--- src/logic/pfs_pkg.sv ---
/*
 * Shared constants and types of the power fault supervisor: register
 * offsets, status bit positions, reset values and filter timings.
 * Assumes a 25 MHz system clock; all counts derive from it.
 */
package pfs_pkg;

    // Clock rate and filter times in their own units
    localparam int unsigned CLK_MHZ      = 25;
    localparam int unsigned PG_DELAY_US  = 1000;
    localparam int unsigned WARN_FILT_NS = 32000;
    localparam int unsigned ILIM_FILT_NS = 1024000;
    // Least times round up to whole cycles
    localparam int unsigned PG_DELAY_CYC  = PG_DELAY_US * CLK_MHZ;
    localparam int unsigned WARN_FILT_CYC = (WARN_FILT_NS * CLK_MHZ + 999) / 1000;
    localparam int unsigned ILIM_FILT_CYC = (ILIM_FILT_NS * CLK_MHZ + 999) / 1000;

    // Register offsets
    localparam logic [7:0] ADDR_CTRL  = 8'h04;
    localparam logic [7:0] ADDR_STAT0 = 8'h05;
    localparam logic [7:0] ADDR_STAT1 = 8'h06;

    // Reset values
    localparam logic [7:0]  CTRL_RST = 8'h00;
    localparam logic [15:0] STAT_RST = 16'h0000;

    // Control field position
    localparam int unsigned CTRL_DIS_EN = 7;

    // Status bits: index into {status1, status0}
    localparam int unsigned S_IN5_WARN  = 0;
    localparam int unsigned S_IN12_WARN = 1;
    localparam int unsigned S_IN5_OT    = 2;
    localparam int unsigned S_IN12_OT   = 3;
    localparam int unsigned S_CORE_UV   = 4;
    localparam int unsigned S_IO_UV     = 5;
    localparam int unsigned S_IN5_UV    = 6;
    localparam int unsigned S_IN12_UV   = 7;
    localparam int unsigned S_IN5_OV    = 8;
    localparam int unsigned S_IN12_OV   = 9;
    localparam int unsigned S_DIS_PIN   = 11;
    localparam int unsigned S_CORE_OC   = 12;
    localparam int unsigned S_IO_OC     = 13;
    localparam int unsigned S_IN5_OC    = 14;
    localparam int unsigned S_IN12_OC   = 15;
    // Bit 10 is reserved and reads as zero
    localparam logic [15:0] STAT_MASK = 16'hfbff;

    // Comparator and analog status inputs, all active high
    typedef struct packed {
        logic in12_uvlo;     // 12V input below its falling threshold
        logic in5_uvlo;      // 5V input below its falling threshold
        logic in12_clamp;    // 12V eFuse output clamping
        logic in5_clamp;     // 5V eFuse output clamping
        logic in12_ilim;     // 12V eFuse in current limit
        logic in5_ilim;      // 5V eFuse in current limit
        logic in12_warm;     // 12V eFuse early temperature threshold
        logic in5_warm;      // 5V eFuse early temperature threshold
        logic in12_hot;      // 12V eFuse over temperature
        logic in5_hot;       // 5V eFuse over temperature
        logic in12_melt;     // 12V eFuse at 175 degC
        logic in5_melt;      // 5V eFuse at 175 degC
        logic core_low;      // Core rail 10% below target
        logic io_low;        // IO rail 10% below target
        logic core_short;    // Core rail below 70%
        logic io_short;      // IO rail below 70%
        logic core_ilim;     // Core switcher peak current limit
        logic io_ilim;       // IO switcher peak current limit
        logic backup_uv;     // Backup 5V node undervoltage
        logic io_soft_done;  // IO switcher soft start done
        logic out12_settled; // 12V output settled
    } pfs_sense_s;

endpackage

--- src/logic/pfs_oneshot.sv ---
/*
 * One-shot qualifier: the output follows a falling input at once and
 * rises only after the input has stayed high for COUNT clock cycles.
 * Assumes the input is synchronous to clk_in.
 */
`timescale 1ns/1ns
`default_nettype none

module pfs_oneshot #(
    parameter int unsigned COUNT = 1
) (
    input  wire logic clk_in,    // System clock
    input  wire logic rst_n_in,  // Asynchronous reset, active low
    input  wire logic level_in,  // Raw level
    output logic      level_out  // Qualified level, registered
);
    localparam int unsigned CW = $clog2(COUNT + 1);

    logic [CW-1:0] count;
    wire           done       = (count >= CW'(COUNT - 1));
    wire  [CW-1:0] next_count = !level_in ? '0 : (done ? count : count + CW'(1));

    always_ff @(posedge clk_in or negedge rst_n_in) begin
        if (!rst_n_in) begin
            count     <= '0;
            level_out <= 1'b0;
        end else begin
            count     <= next_count;
            level_out <= level_in && done;
        end
    end

    // Never high unless the input was high the cycle before
    hold_qual_a: assert property (@(posedge clk_in) disable iff (!rst_n_in)
        level_out |-> $past(level_in)) else $error("one-shot high without input");

endmodule // pfs_oneshot

`default_nettype wire

--- src/logic/pfs_supervisor.sv ---
/*
 * Fault supervisor of a power management device: power-good qualifying,
 * latched fault status, fault interrupt, eFuse and switcher permission,
 * thermal latch-offs and the backup regulator enable.
 * Assumes all inputs are synchronous to clk_in and that the housekeeping
 * supply drives rst_n_in, so its cycling clears every latch.
 */
`timescale 1ns/1ns
`default_nettype none

module pfs_supervisor
    import pfs_pkg::*;
#(
    parameter int unsigned PG_CYC   = PG_DELAY_CYC,
    parameter int unsigned ILIM_CYC = ILIM_FILT_CYC
) (
    input  wire logic       clk_in,                // 25 MHz system clock
    input  wire logic       rst_n_in,              // Async reset, active low
    input  wire pfs_sense_s sense_in,              // Comparator levels
    input  wire logic       power_disable_in,      // Power disable pin
    input  wire logic       fw_disable_allow_in,   // Firmware permission pin
    input  wire logic       core_switcher_enable_in, // Core switcher enable pin
    input  wire logic [7:0] addr_in,               // Register address
    input  wire logic [7:0] wdata_in,              // Register write data
    input  wire logic       wr_in,                 // Write strobe
    input  wire logic       rd_in,                 // Read strobe
    output logic      [7:0] rdata_out,             // Read data, cycle after strobe
    output logic            fault_irq_n_out,       // Fault interrupt, active low
    output logic            core_rail_good_out,    // Core rail power good
    output logic            io_rail_good_out,      // IO rail power good
    output logic            backup_reg_enable_out, // Backup regulator enable
    output logic            efuse12_close_out,     // 12V eFuse closed
    output logic            efuse5_close_out,      // 5V eFuse closed
    output logic            core_switcher_run_out, // Core switcher running
    output logic            io_switcher_run_out,   // IO switcher running
    output logic            core_hiccup_out,       // Core switcher hiccup mode
    output logic            io_hiccup_out          // IO switcher hiccup mode
);
    localparam int unsigned NQ = 9;

    logic [7:0]    ctrl;
    logic [15:0]   status;
    logic [15:0]   prev_lvl;
    logic          prev_pin;
    logic          prev_in5_uvlo;
    logic          melt12;
    logic          melt5;
    logic          late_5v;
    logic [NQ-1:0] qual;

    // Register decode
    wire wr_ctrl  = wr_in && (addr_in == ADDR_CTRL);
    wire wr_stat0 = wr_in && (addr_in == ADDR_STAT0);
    wire wr_stat1 = wr_in && (addr_in == ADDR_STAT1);
    wire [15:0] stat_clr = {wr_stat1 ? wdata_in : 8'h00, wr_stat0 ? wdata_in : 8'h00};
    wire [7:0] rd_sel = (addr_in == ADDR_CTRL)  ? ctrl :
                        (addr_in == ADDR_STAT0) ? status[7:0] :
                        (addr_in == ADDR_STAT1) ? status[15:8] : 8'h00;
    wire [7:0] next_rdata = rd_in ? rd_sel : 8'h00;

    wire dis_en = ctrl[CTRL_DIS_EN];
    wire dis_open = fw_disable_allow_in ? (power_disable_in && dis_en) : power_disable_in;

    // Pin edges and supply cycling
    wire pin_toggle = power_disable_in ^ prev_pin;
    wire pin_fall   = prev_pin && !power_disable_in;
    wire in5_lost   = sense_in.in5_uvlo && !prev_in5_uvlo;
    wire in5_back   = prev_in5_uvlo && !sense_in.in5_uvlo;
    wire in12_lost  = sense_in.in12_uvlo && !prev_lvl[S_IN12_UV];
    wire rel12 = in12_lost || pin_fall || in5_lost;
    wire rel5 = pin_fall || in5_lost;

    // short is low rail plus current limit
    wire core_short = sense_in.core_short && sense_in.core_ilim;
    wire io_short   = sense_in.io_short && sense_in.io_ilim;

    // Switcher permission, the 5V latch and backup undervoltage stop both
    // 5V latch stops switchers
    wire next_core_run = core_switcher_enable_in && !melt5 && !sense_in.backup_uv;
    wire next_io_run   = !melt5 && !sense_in.backup_uv;

    wire next_ef12 = !sense_in.in12_uvlo && !sense_in.in12_hot && !melt12 &&
                     !dis_open && !sense_in.backup_uv;
    wire next_ef5  = !sense_in.in5_uvlo && !sense_in.in5_hot && !melt5 &&
                     !dis_open && !sense_in.backup_uv;

    wire next_late_5v = (in5_back && sense_in.out12_settled) ||
                        (late_5v && !sense_in.in5_uvlo);

    // Raw levels into the one-shot qualifiers
    wire [NQ-1:0] raw;
    // rail good needs rail above threshold
    assign raw[0] = !sense_in.core_low && !core_short && core_switcher_run_out;
    assign raw[1] = !sense_in.io_low && !io_short && io_switcher_run_out;
    // backup enable gated by soft start
    assign raw[2] = efuse5_close_out && sense_in.io_soft_done && !late_5v;
    assign raw[3] = sense_in.in12_ilim;
    assign raw[4] = sense_in.in5_ilim;
    assign raw[5] = sense_in.core_ilim;
    assign raw[6] = sense_in.io_ilim;
    assign raw[7] = sense_in.in12_warm;
    assign raw[8] = sense_in.in5_warm;

    // 1 ms deglitch of power good and backup enable; eFuse current limits use ILIM_CYC, switcher current limits and warnings WARN_FILT_CYC
    generate
        for (genvar i = 0; i < NQ; i++) begin : g_qual
            localparam int unsigned N = (i < 3) ? PG_CYC :
                                        (i < 5) ? ILIM_CYC : WARN_FILT_CYC;
            pfs_oneshot #(
                .COUNT     (N)
            ) u_qual (
                .clk_in    (clk_in),
                .rst_n_in  (rst_n_in),
                .level_in  (raw[i]),
                .level_out (qual[i])
            );
        end
    endgenerate

    // Fault levels in status bit order; a rising level records a fault
    wire [15:0] lvl;
    assign lvl[S_IN5_WARN]  = qual[8];
    assign lvl[S_IN12_WARN] = qual[7];
    assign lvl[S_IN5_OT]    = sense_in.in5_hot;
    assign lvl[S_IN12_OT]   = sense_in.in12_hot;
    // undervolt and short share the bit
    assign lvl[S_CORE_UV]   = sense_in.core_low || core_short;
    assign lvl[S_IO_UV]     = sense_in.io_low || io_short;
    assign lvl[S_IN5_UV]    = sense_in.in5_uvlo;
    assign lvl[S_IN12_UV]   = sense_in.in12_uvlo;
    assign lvl[S_IN5_OV]    = sense_in.in5_clamp;
    assign lvl[S_IN12_OV]   = sense_in.in12_clamp;
    assign lvl[10]          = 1'b0;
    assign lvl[S_DIS_PIN]   = dis_open;
    assign lvl[S_CORE_OC]   = qual[5];
    assign lvl[S_IO_OC]     = qual[6];
    assign lvl[S_IN5_OC]    = qual[4];
    assign lvl[S_IN12_OC]   = qual[3];

    wire [15:0] pin_ev   = {4'h0, pin_toggle, 11'h000};
    wire [15:0] stat_set = ((lvl & ~prev_lvl) | pin_ev) & STAT_MASK;
    wire [15:0] next_status = (status & ~stat_clr) | stat_set;
    wire next_irq_n = !(|next_status) && !sense_in.backup_uv;

    wire next_melt12 = sense_in.in12_melt || (melt12 && !rel12);
    wire next_melt5  = sense_in.in5_melt || (melt5 && !rel5);

    always_ff @(posedge clk_in or negedge rst_n_in) begin
        if (!rst_n_in) begin
            ctrl      <= CTRL_RST;
            rdata_out <= 8'h00;
        end else begin
            if (wr_ctrl) begin
                ctrl <= wdata_in;
            end
            rdata_out <= next_rdata;
        end
    end

    always_ff @(posedge clk_in or negedge rst_n_in) begin
        if (!rst_n_in) begin
            status          <= STAT_RST;
            prev_lvl        <= 16'h0000;
            prev_pin        <= 1'b0;
            prev_in5_uvlo   <= 1'b0;
            fault_irq_n_out <= 1'b1;
        end else begin
            status          <= next_status;
            prev_lvl        <= lvl;
            prev_pin        <= power_disable_in;
            prev_in5_uvlo   <= sense_in.in5_uvlo;
            fault_irq_n_out <= next_irq_n;
        end
    end

    always_ff @(posedge clk_in or negedge rst_n_in) begin
        if (!rst_n_in) begin
            melt12  <= 1'b0;
            melt5   <= 1'b0;
            late_5v <= 1'b0;
        end else begin
            melt12  <= next_melt12;
            melt5   <= next_melt5;
            late_5v <= next_late_5v;
        end
    end

    always_ff @(posedge clk_in or negedge rst_n_in) begin
        if (!rst_n_in) begin
            efuse12_close_out     <= 1'b0;
            efuse5_close_out      <= 1'b0;
            core_switcher_run_out <= 1'b0;
            io_switcher_run_out   <= 1'b0;
            core_hiccup_out       <= 1'b0;
            io_hiccup_out         <= 1'b0;
        end else begin
            efuse12_close_out     <= next_ef12;
            efuse5_close_out      <= next_ef5;
            core_switcher_run_out <= next_core_run;
            io_switcher_run_out   <= next_io_run;
            core_hiccup_out       <= core_short;
            io_hiccup_out         <= io_short;
        end
    end

    // Power good and backup enable come straight from the qualifier flops
    assign core_rail_good_out    = qual[0];
    assign io_rail_good_out      = qual[1];
    assign backup_reg_enable_out = qual[2];

    pg_drop_a: assert property (@(posedge clk_in) disable iff (!rst_n_in)
        sense_in.core_low |=> !core_rail_good_out)
        else $error("core power good not dropped");

    pg_release_a: assert property (@(posedge clk_in) disable iff (!rst_n_in)
        $rose(io_rail_good_out) |-> $past(raw[1], 1) && $past(raw[1], 8))
        else $error("io power good rose before delay");

    irq_set_a: assert property (@(posedge clk_in) disable iff (!rst_n_in)
        (|stat_set) |=> !fault_irq_n_out && (status & $past(stat_set)) == $past(stat_set))
        else $error("fault not latched or interrupt idle");

    irq_hold_a: assert property (@(posedge clk_in) disable iff (!rst_n_in)
        (|status) |-> !fault_irq_n_out)
        else $error("interrupt released with fault latched");

    efuse_perm_a: assert property (@(posedge clk_in) disable iff (!rst_n_in)
        (power_disable_in && (!fw_disable_allow_in || dis_en))
        |=> !efuse12_close_out && !efuse5_close_out)
        else $error("eFuse closed while disabled");

    melt_hold_a: assert property (@(posedge clk_in) disable iff (!rst_n_in)
        melt12 && !rel12 |=> melt12 && !efuse12_close_out)
        else $error("12V thermal latch lost");

    melt5_off_a: assert property (@(posedge clk_in) disable iff (!rst_n_in)
        melt5 |=> !efuse5_close_out && !io_switcher_run_out && !core_switcher_run_out)
        else $error("5V thermal latch not holding");

    backup_gate_a: assert property (@(posedge clk_in) disable iff (!rst_n_in)
        !sense_in.io_soft_done |=> !backup_reg_enable_out)
        else $error("backup enable before soft start");

    in12_undervolt_flag_a: assert property (@(posedge clk_in) disable iff (!rst_n_in)
        $rose(sense_in.in12_uvlo) |=> !efuse12_close_out && status[S_IN12_UV])
        else $error("12V undervoltage not handled");

    backup_uv_a: assert property (@(posedge clk_in) disable iff (!rst_n_in)
        sense_in.backup_uv |=> !fault_irq_n_out && !efuse5_close_out && !io_switcher_run_out)
        else $error("backup undervoltage not handled");

    stat_clr_a: assert property (@(posedge clk_in) disable iff (!rst_n_in)
        wr_stat0 && wdata_in[S_IN5_UV] && !stat_set[S_IN5_UV] |=> !status[S_IN5_UV])
        else $error("status bit not cleared by write");

    warn_flag_a: assert property (@(posedge clk_in) disable iff (!rst_n_in)
        $rose(qual[8]) |=> status[S_IN5_WARN] && !fault_irq_n_out)
        else $error("early warning not flagged");

    hot_open_a: assert property (@(posedge clk_in) disable iff (!rst_n_in)
        $rose(sense_in.in12_hot) |=> !efuse12_close_out && status[S_IN12_OT])
        else $error("12V over temperature not handled");

    late5_block_a: assert property (@(posedge clk_in) disable iff (!rst_n_in)
        late_5v |=> !backup_reg_enable_out)
        else $error("backup enable after late 5V");

    backup_dgl_a: assert property (@(posedge clk_in) disable iff (!rst_n_in)
        $rose(backup_reg_enable_out) |-> $past(raw[2], 1) && $past(raw[2], 8))
        else $error("backup enable rose before deglitch");

    uv5_flag_a: assert property (@(posedge clk_in) disable iff (!rst_n_in)
        $rose(sense_in.in5_uvlo) |=> !efuse5_close_out && status[S_IN5_UV])
        else $error("5V undervoltage not handled");

    ov_flag_a: assert property (@(posedge clk_in) disable iff (!rst_n_in)
        $rose(sense_in.in12_clamp) |=> status[S_IN12_OV] && !fault_irq_n_out)
        else $error("12V overvoltage not flagged");

    rail_uv_a: assert property (@(posedge clk_in) disable iff (!rst_n_in)
        $rose(sense_in.io_low) && !io_short && !$past(io_short) && !melt5 && !sense_in.backup_uv
        |=> status[S_IO_UV] && !io_rail_good_out && io_switcher_run_out)
        else $error("io rail undervoltage not handled");

    short_hiccup_a: assert property (@(posedge clk_in) disable iff (!rst_n_in)
        core_short |=> core_hiccup_out && !core_rail_good_out)
        else $error("core short not in hiccup");

    oc_free_a: assert property (@(posedge clk_in) disable iff (!rst_n_in)
        status[S_CORE_OC] && $rose(io_short) && !$past(sense_in.io_low) |=> status[S_IO_UV])
        else $error("status locked by switcher current limit");

    pin_state_a: assert property (@(posedge clk_in) disable iff (!rst_n_in)
        $rose(dis_open) |=> status[S_DIS_PIN] && !fault_irq_n_out)
        else $error("power disable state not flagged");

    ctrl_bit_a: assert property (@(posedge clk_in) disable iff (!rst_n_in)
        wr_ctrl |=> dis_en == $past(wdata_in[CTRL_DIS_EN]))
        else $error("disable enable bit not written");

    short_c: cover property (@(posedge clk_in) disable iff (!rst_n_in)
        core_hiccup_out && io_hiccup_out);
    pg_rise_c: cover property (@(posedge clk_in) disable iff (!rst_n_in)
        $rose(core_rail_good_out));
    irq_cycle_c: cover property (@(posedge clk_in) disable iff (!rst_n_in)
        !fault_irq_n_out ##1 fault_irq_n_out);
    melt_rel_c: cover property (@(posedge clk_in) disable iff (!rst_n_in)
        melt12 ##1 !melt12);

endmodule // pfs_supervisor

`default_nettype wire

--- config.mk ---
export PLATFORM = sky130hd
export DESIGN_NAME = pfs_supervisor
export DESIGN_NICKNAME = d
export VERILOG_FILES = /design/src/logic/pfs_pkg.sv /design/src/logic/pfs_oneshot.sv /design/src/logic/pfs_supervisor.sv
export SDC_FILE = /design/constraint.sdc
export NUM_CORES = 1
export LEC_CHECK = 0
export ABC_AREA = 1
export BUFFER_PORTS_ARGS = -buffer_cell sky130_fd_sc_hd__buf_2
export CORE_MARGIN = 2
export CORE_UTILIZATION = 40
export DETAILED_ROUTE_END_ITERATION = 12
export PLACE_DENSITY = 0.65
export SLEW_MARGIN = 10
export SYNTH_ARGS = -nofsm -noshare
export SYNTH_HDL_FRONTEND = slang
export SYNTH_SLANG_ARGS = --single-unit
--- constraint.sdc ---
create_clock -name clk_in -period 2.2 [get_ports clk_in]
set_clock_uncertainty 0.2 [all_clocks]
set_input_delay 0.33 -clock clk_in [delete_from_list [all_inputs] [get_ports clk_in]]
set_output_delay 0.33 -clock clk_in [all_outputs]
set_load 0.02 [all_outputs]
* After elaboration in Yosys (flattened, before gate mapping)
Index checks and enable logic that the tools add are counted.
W data, S select, Z words.
** Storage, ports and cells
- Bits in registers :: 183
- Output and inout port bits :: 18
** Cells by class
- Add/sub/neg operators :: 9
- Order comparisons :: 9
- Equality and inequality tests :: 12
- Muxes and demuxes :: 25
- Bitwise logic cells :: 7
- Reduce and logical (&&, ||, !) cells :: 69
** Operators by type and width (count)
- $mux W15 :: 10
- $mux W10 :: 8
- $add A15 B1 Y15 const B :: 5
- $ge A15 B15 Y1 const B :: 5
- $mux W8 :: 6
- $logic_and A1 B1 Y1 :: 41
- $add A10 B1 Y10 const B :: 4
- $ge A10 B10 Y1 const B :: 4
- $and A16 B16 Y16 :: 2
- $not A16 Y16 :: 2
- $eq A8 B3 Y1 const B :: 3
- $logic_not A1 Y1 :: 19
- $ne A2 B2 Y1 const B :: 9
- $or A16 B12 Y16 :: 1
- $or A16 B16 Y16 :: 1
- $reduce_or A16 Y1 :: 1
- $logic_or A1 B1 Y1 :: 8
- $mux W1 :: 1
- $xor A1 B1 Y1 :: 1

* Longest topological paths before layout
- Depth in word-level cells :: 9
- Gate-level depth with buffers :: 11

* Hierarchy
A second synthesis with hierarchy kept.
** Second synthesis, totals
- Cell total of the unflattened synthesis :: 1416
- Area total of the unflattened synthesis :: 10446.3 um^2
** Modules (own cells, without submodules)
- pfs_oneshot at g_qual[0].u_qual ... :: times used 3, cells an instance 160, area an instance 1092.3 um^2, seq. area each 400.4 um^2
- pfs_supervisor :: times used 1, cells an instance 276, area an instance 2489.9 um^2, seq. area each 1452.6 um^2
- pfs_oneshot at g_qual[5].u_qual ... :: times used 4, cells an instance 83, area an instance 611.8 um^2, seq. area each 275.3 um^2
- pfs_oneshot at g_qual[3].u_qual ... :: times used 2, cells an instance 164, area an instance 1116.1 um^2, seq. area each 400.4 um^2

* Worst setup path after synthesis
OpenSTA, ideal clock, no wires.
- Kind :: register to register
- From :: reg g_qual[2].u_qual.count[0]
- To :: reg g_qual[2].u_qual.count[9]
- Data arrival time :: 1.460 ns
- Data required time :: 1.877 ns
- Path slack :: 0.417 ns
- Stages on the path, launching flop included :: 9
- Buffers on the path :: 1
- Period minus slack after synthesis :: 1.783 ns
- Cell sequence :: dfrtp_1 ha_1 nand2_1 nor3_1 a31oi_2 nand2_2 buf_4 nor3b_1 nor2_1
** Between the ends
- Cells in the longest elaborated chain, start to end :: 3
** Ends and longest elaborated chain
- start, declared :: line pfs_oneshot.sv:19 : logic [CW-1:0] count;
- start signal, assigned :: line pfs_oneshot.sv:28 : count <= next_count;
- $add A15 B1 Y15 :: line pfs_oneshot.sv:21 : wire [CW-1:0] next_count = !level_in ? '0 : (done ? count : count + CW'(1));
- $mux W15 (2 in series) :: line pfs_oneshot.sv:21
Several ways; a longest one is shown, not always the timed one. The select of a mux whose other input is x is not followed.
A chain may end at the register's enable or synchronous reset.

* Final worst setup path
- From :: reg g_qual[2].u_qual.count[0]
- To :: reg g_qual[2].u_qual.count[6]
Same word-level chain as after synthesis.

==> flow_metrics.py <==
metrics = {
    "global_routing": {
        "grt_max_degree": 55,
        "grtUsageTotal": 0.178,
        "grt_pass1_vias": 7174,
        "grt_pass1_wl_mm": 34.6,
        "antenna_found_initial": 1,
        "grt_remaining_overflow": 0,
    },
    "floorplanning": {
        "rows": 54,
        "coreArea_um2": 22000,
        "die_x_um": 154,
        "die_h_um": 154,
        "io_pins": 62,
        "start_util": 0.410,
        "dieArea_um2": 23800,
    },
    "sta": {
        "hold_viol": 0,
        "tns_ns": 0,
        "setup_slack_ns": 0.193,
        "rsz0062_at_grt": "no",
        "worst_slew_margin_rel": 0.631,
        "drv_slew": 0,
        "setup_violations": 0,
        "min_period_over_period": 0.912,
        "tightest_slew_ns": 0.549,
        "fin_crit_ns": 2.01,
        "fmaxAchievable_mhz": 498,
    },
    "final_layout": {
        "final_core_util": 0.487,
        "layout_commonest_cell": "nand2_1",
        "drive_gt1_frac": 0.129,
        "multiInputGateArea_um2": 3830,
        "final_area_um2": 10700,
        "final_nets": 1292,
        "final_cell_mix": "nand2_1 (234), dfrtp_1 (181), nor2_1 (156), inv_1 (143), nand3_1 (95)",
        "syn2layout_area_growth_pct": 18.8,
        "antenna-diode-count": 0,
        "regArea_um2": 4560,
        "fillers": 2123,
    },
    "synthesis": {
        "ys_ff_latch": 182,
        "synth_area_um2": 9030,
        "synthDistinctLibCells": 44,
        "synth-main-ff-cell": "dfrtp_1",
        "syn_avg_cell_area_um2": 8.07,
        "ys_warn_count": 0,
        "yosysSeqAreaShare": 0.504,
        "async_reset_ff_frac": 1.00,
        "synth_edf_count": 0,
        "synth_nets": 1174,
        "syn-instance-count": 1120,
    },
    "placement": {
        "routabilityCongestion": 0.887,
        "post_dp_cell_area_um2": 9800,
        "hpwl_mm": 14.3,
        "place.port_buffers": 61,
        "pre_cts_ws_ns": 0.193,
    },
    "setup_path": {
        "crit_top_cell": "nand2_1",
        "worstSetupEndpointType": "flip-flop",
        "cp_data_arrival_time_ns": 2.17,
        "cp_slowest_cell": "dfrtp_1",
        "worst-path-buf-inv": 1,
        "crit_path_start_kind": "flip-flop",
        "cp_cell_sequence": "ha_1 -> nand2_1 -> nor3_1 -> a31oi_2 -> nand2_2 -> buf_12 -> o21ai_0 -> nand2_1 -> nor2_1",
        "critPathMaxFanout": 13,
        "crit_family": "simple AND/OR/NAND/NOR gates",
        "critPathKind": "reg2reg",
        "cp.required_ns": 2.36,
        "cpPeakStageDelay_ns": 0.40,
    },
    "min_path": {
        "hold_class": "in2reg",
    },
    "clock_tree": {
        "cts_root_buf": "clkbuf_16",
        "cts_max_level": 4,
        "path_clk_slew_ns": 0.07,
        "clock-sinks": 182,
        "cts_buffers": 17,
        "clock_latency_ns": 0.43,
        "cts.path.max_buffers": 2,
        "cts_tree": "done",
    },
    "detailed_routing": {
        "drc": 0,
        "drt-pass1-iter-count": 5,
        "vias": 7528,
        "ant_nets": 0,
        "totalWireLength_mm": 19.9,
        "wl_per_cell_um": 13.0,
        "viasPerCell": 4.92,
        "drt-initial-drc-count": 421,
    },
    "power": {
        "power.total_mw": 6.93,
        "vdd.ir_drop.worst_mv": 0.512,
        "power.density_nw_per_um2": 646,
        "power.leakage_nw": 5.12,
    },
    "status": {
        "status": "completed",
    },
    "run": {
        "maxCapViolCount": 0,
    },
}
-- worst paths after layout --
kind / to / cells past startpoint / slack (ns) / start
max in group asynchronous: ctrl[1] / 3 / 0.87 / rst_n_in
worst min-delay path: ctrl[7] / 3 / 0.02 / wdata_in[7]
worst min register to register: prev_lvl[0] / 0 / 0.18 / g_qual[8].u_qual.level_out
worst max register to register: g_qual[2].u_qual.count[6] / 9 / 0.19 / g_qual[2].u_qual.count[0]
worst max-delay path: g_qual[2].u_qual.count[6] / 9 / 0.19 / g_qual[2].u_qual.count[0]
min in group asynchronous: g_qual[2].u_qual.count[0] / 2 / 0.22 / rst_n_in
-- sequential cells by signal, indices dropped and copies added, names as in the netlist, 8 cells and up --
name,flops
prev_lvl,15
ctrl,8
rdata_out,8
status,16
g_qual.u_qual.level_out,9
g_qual.u_qual.count,115
-- cell families after synthesis --
logic type	share of synthesized area
AOI/OAI and AO/OA	0.103
xor gates and xnor gates	0.0271
adders and majority gates	0.0139
buffers and inverters	0.0733
DFF	0.504
and+or+nand+nor	0.279
-- layer usage --
layer / global-route usage / routed length [um] / vias up
li1: - / - / 3879
met1: 0.243 / 9350 / 3487
met2: 0.288 / 9330 / 138
met3: 0.0415 / 931 / 22
met4: 0.0450 / 248 / 2
met5: 0 / 13 / -
-- metrics by stage --
step                      instances  hold WS, ns
after global routing           1531       0.0197
after CTS                      1531      0.00799
after floorplan                1120       -0.166
final                          1531       0.0223
after detailed placement       1467        0.135
after global placement         1467        0.137
-- area by class of cell --
| cell class | instances | share of cell area |
|---|---|---|
| Clock inverter | 15 | 0.0164 |
| Sequential cell | 182 | 0.424 |
| Inverter | 154 | 0.0538 |
| Multi-Input combinational cell | 770 | 0.357 |
| Clock buffer | 17 | 0.0396 |
| Tap cell | 280 | 0.0326 |
| Timing Repair Buffer | 113 | 0.0766 |
-- power by group --
part	switching [mW]	total, mW	internal, mW
clock network	1.49	3.13	1.64
registers	0.0388	3.44	3.40
logic	0.219	0.360	0.141
total	1.75	6.93	5.18
-- synth_stat cells (10+ instances only) --
master   instances  share of area
dfrtp_1        181           0.50
a21oi_1         55          0.030
nor3_1          35          0.019
o21ai_0         49          0.027
o31ai_1         11         0.0091
inv_2           10         0.0042
nand3_1         95          0.053
ha_1            10          0.014
nand2_1        234          0.097
xor2_1          21          0.020
o21ai_1         10         0.0055
inv_1          144          0.060
nor2_1         156          0.065
nand4_1         18          0.012
-- worst reg2reg max path, stage by stage (launching register included) --
cell	delay [ns]
dfrtp_1	0.40
ha_1	0.22
nand2_1	0.12
nor3_1	0.08
a31oi_2	0.28
nand2_2	0.17
buf_12	0.17
o21ai_0	0.15
nand2_1	0.07
nor2_1	0.08
-- repair_timing --
action | in CTS | in global routing
buffers inserted | 0 | 0
hold buffers | 32 | 0
hold endpoints to repair | 93 | 0
gates resized for setup | 0 | 3
setup endpoints to repair | 0 | 6
(Power assumes the default switching activity.)
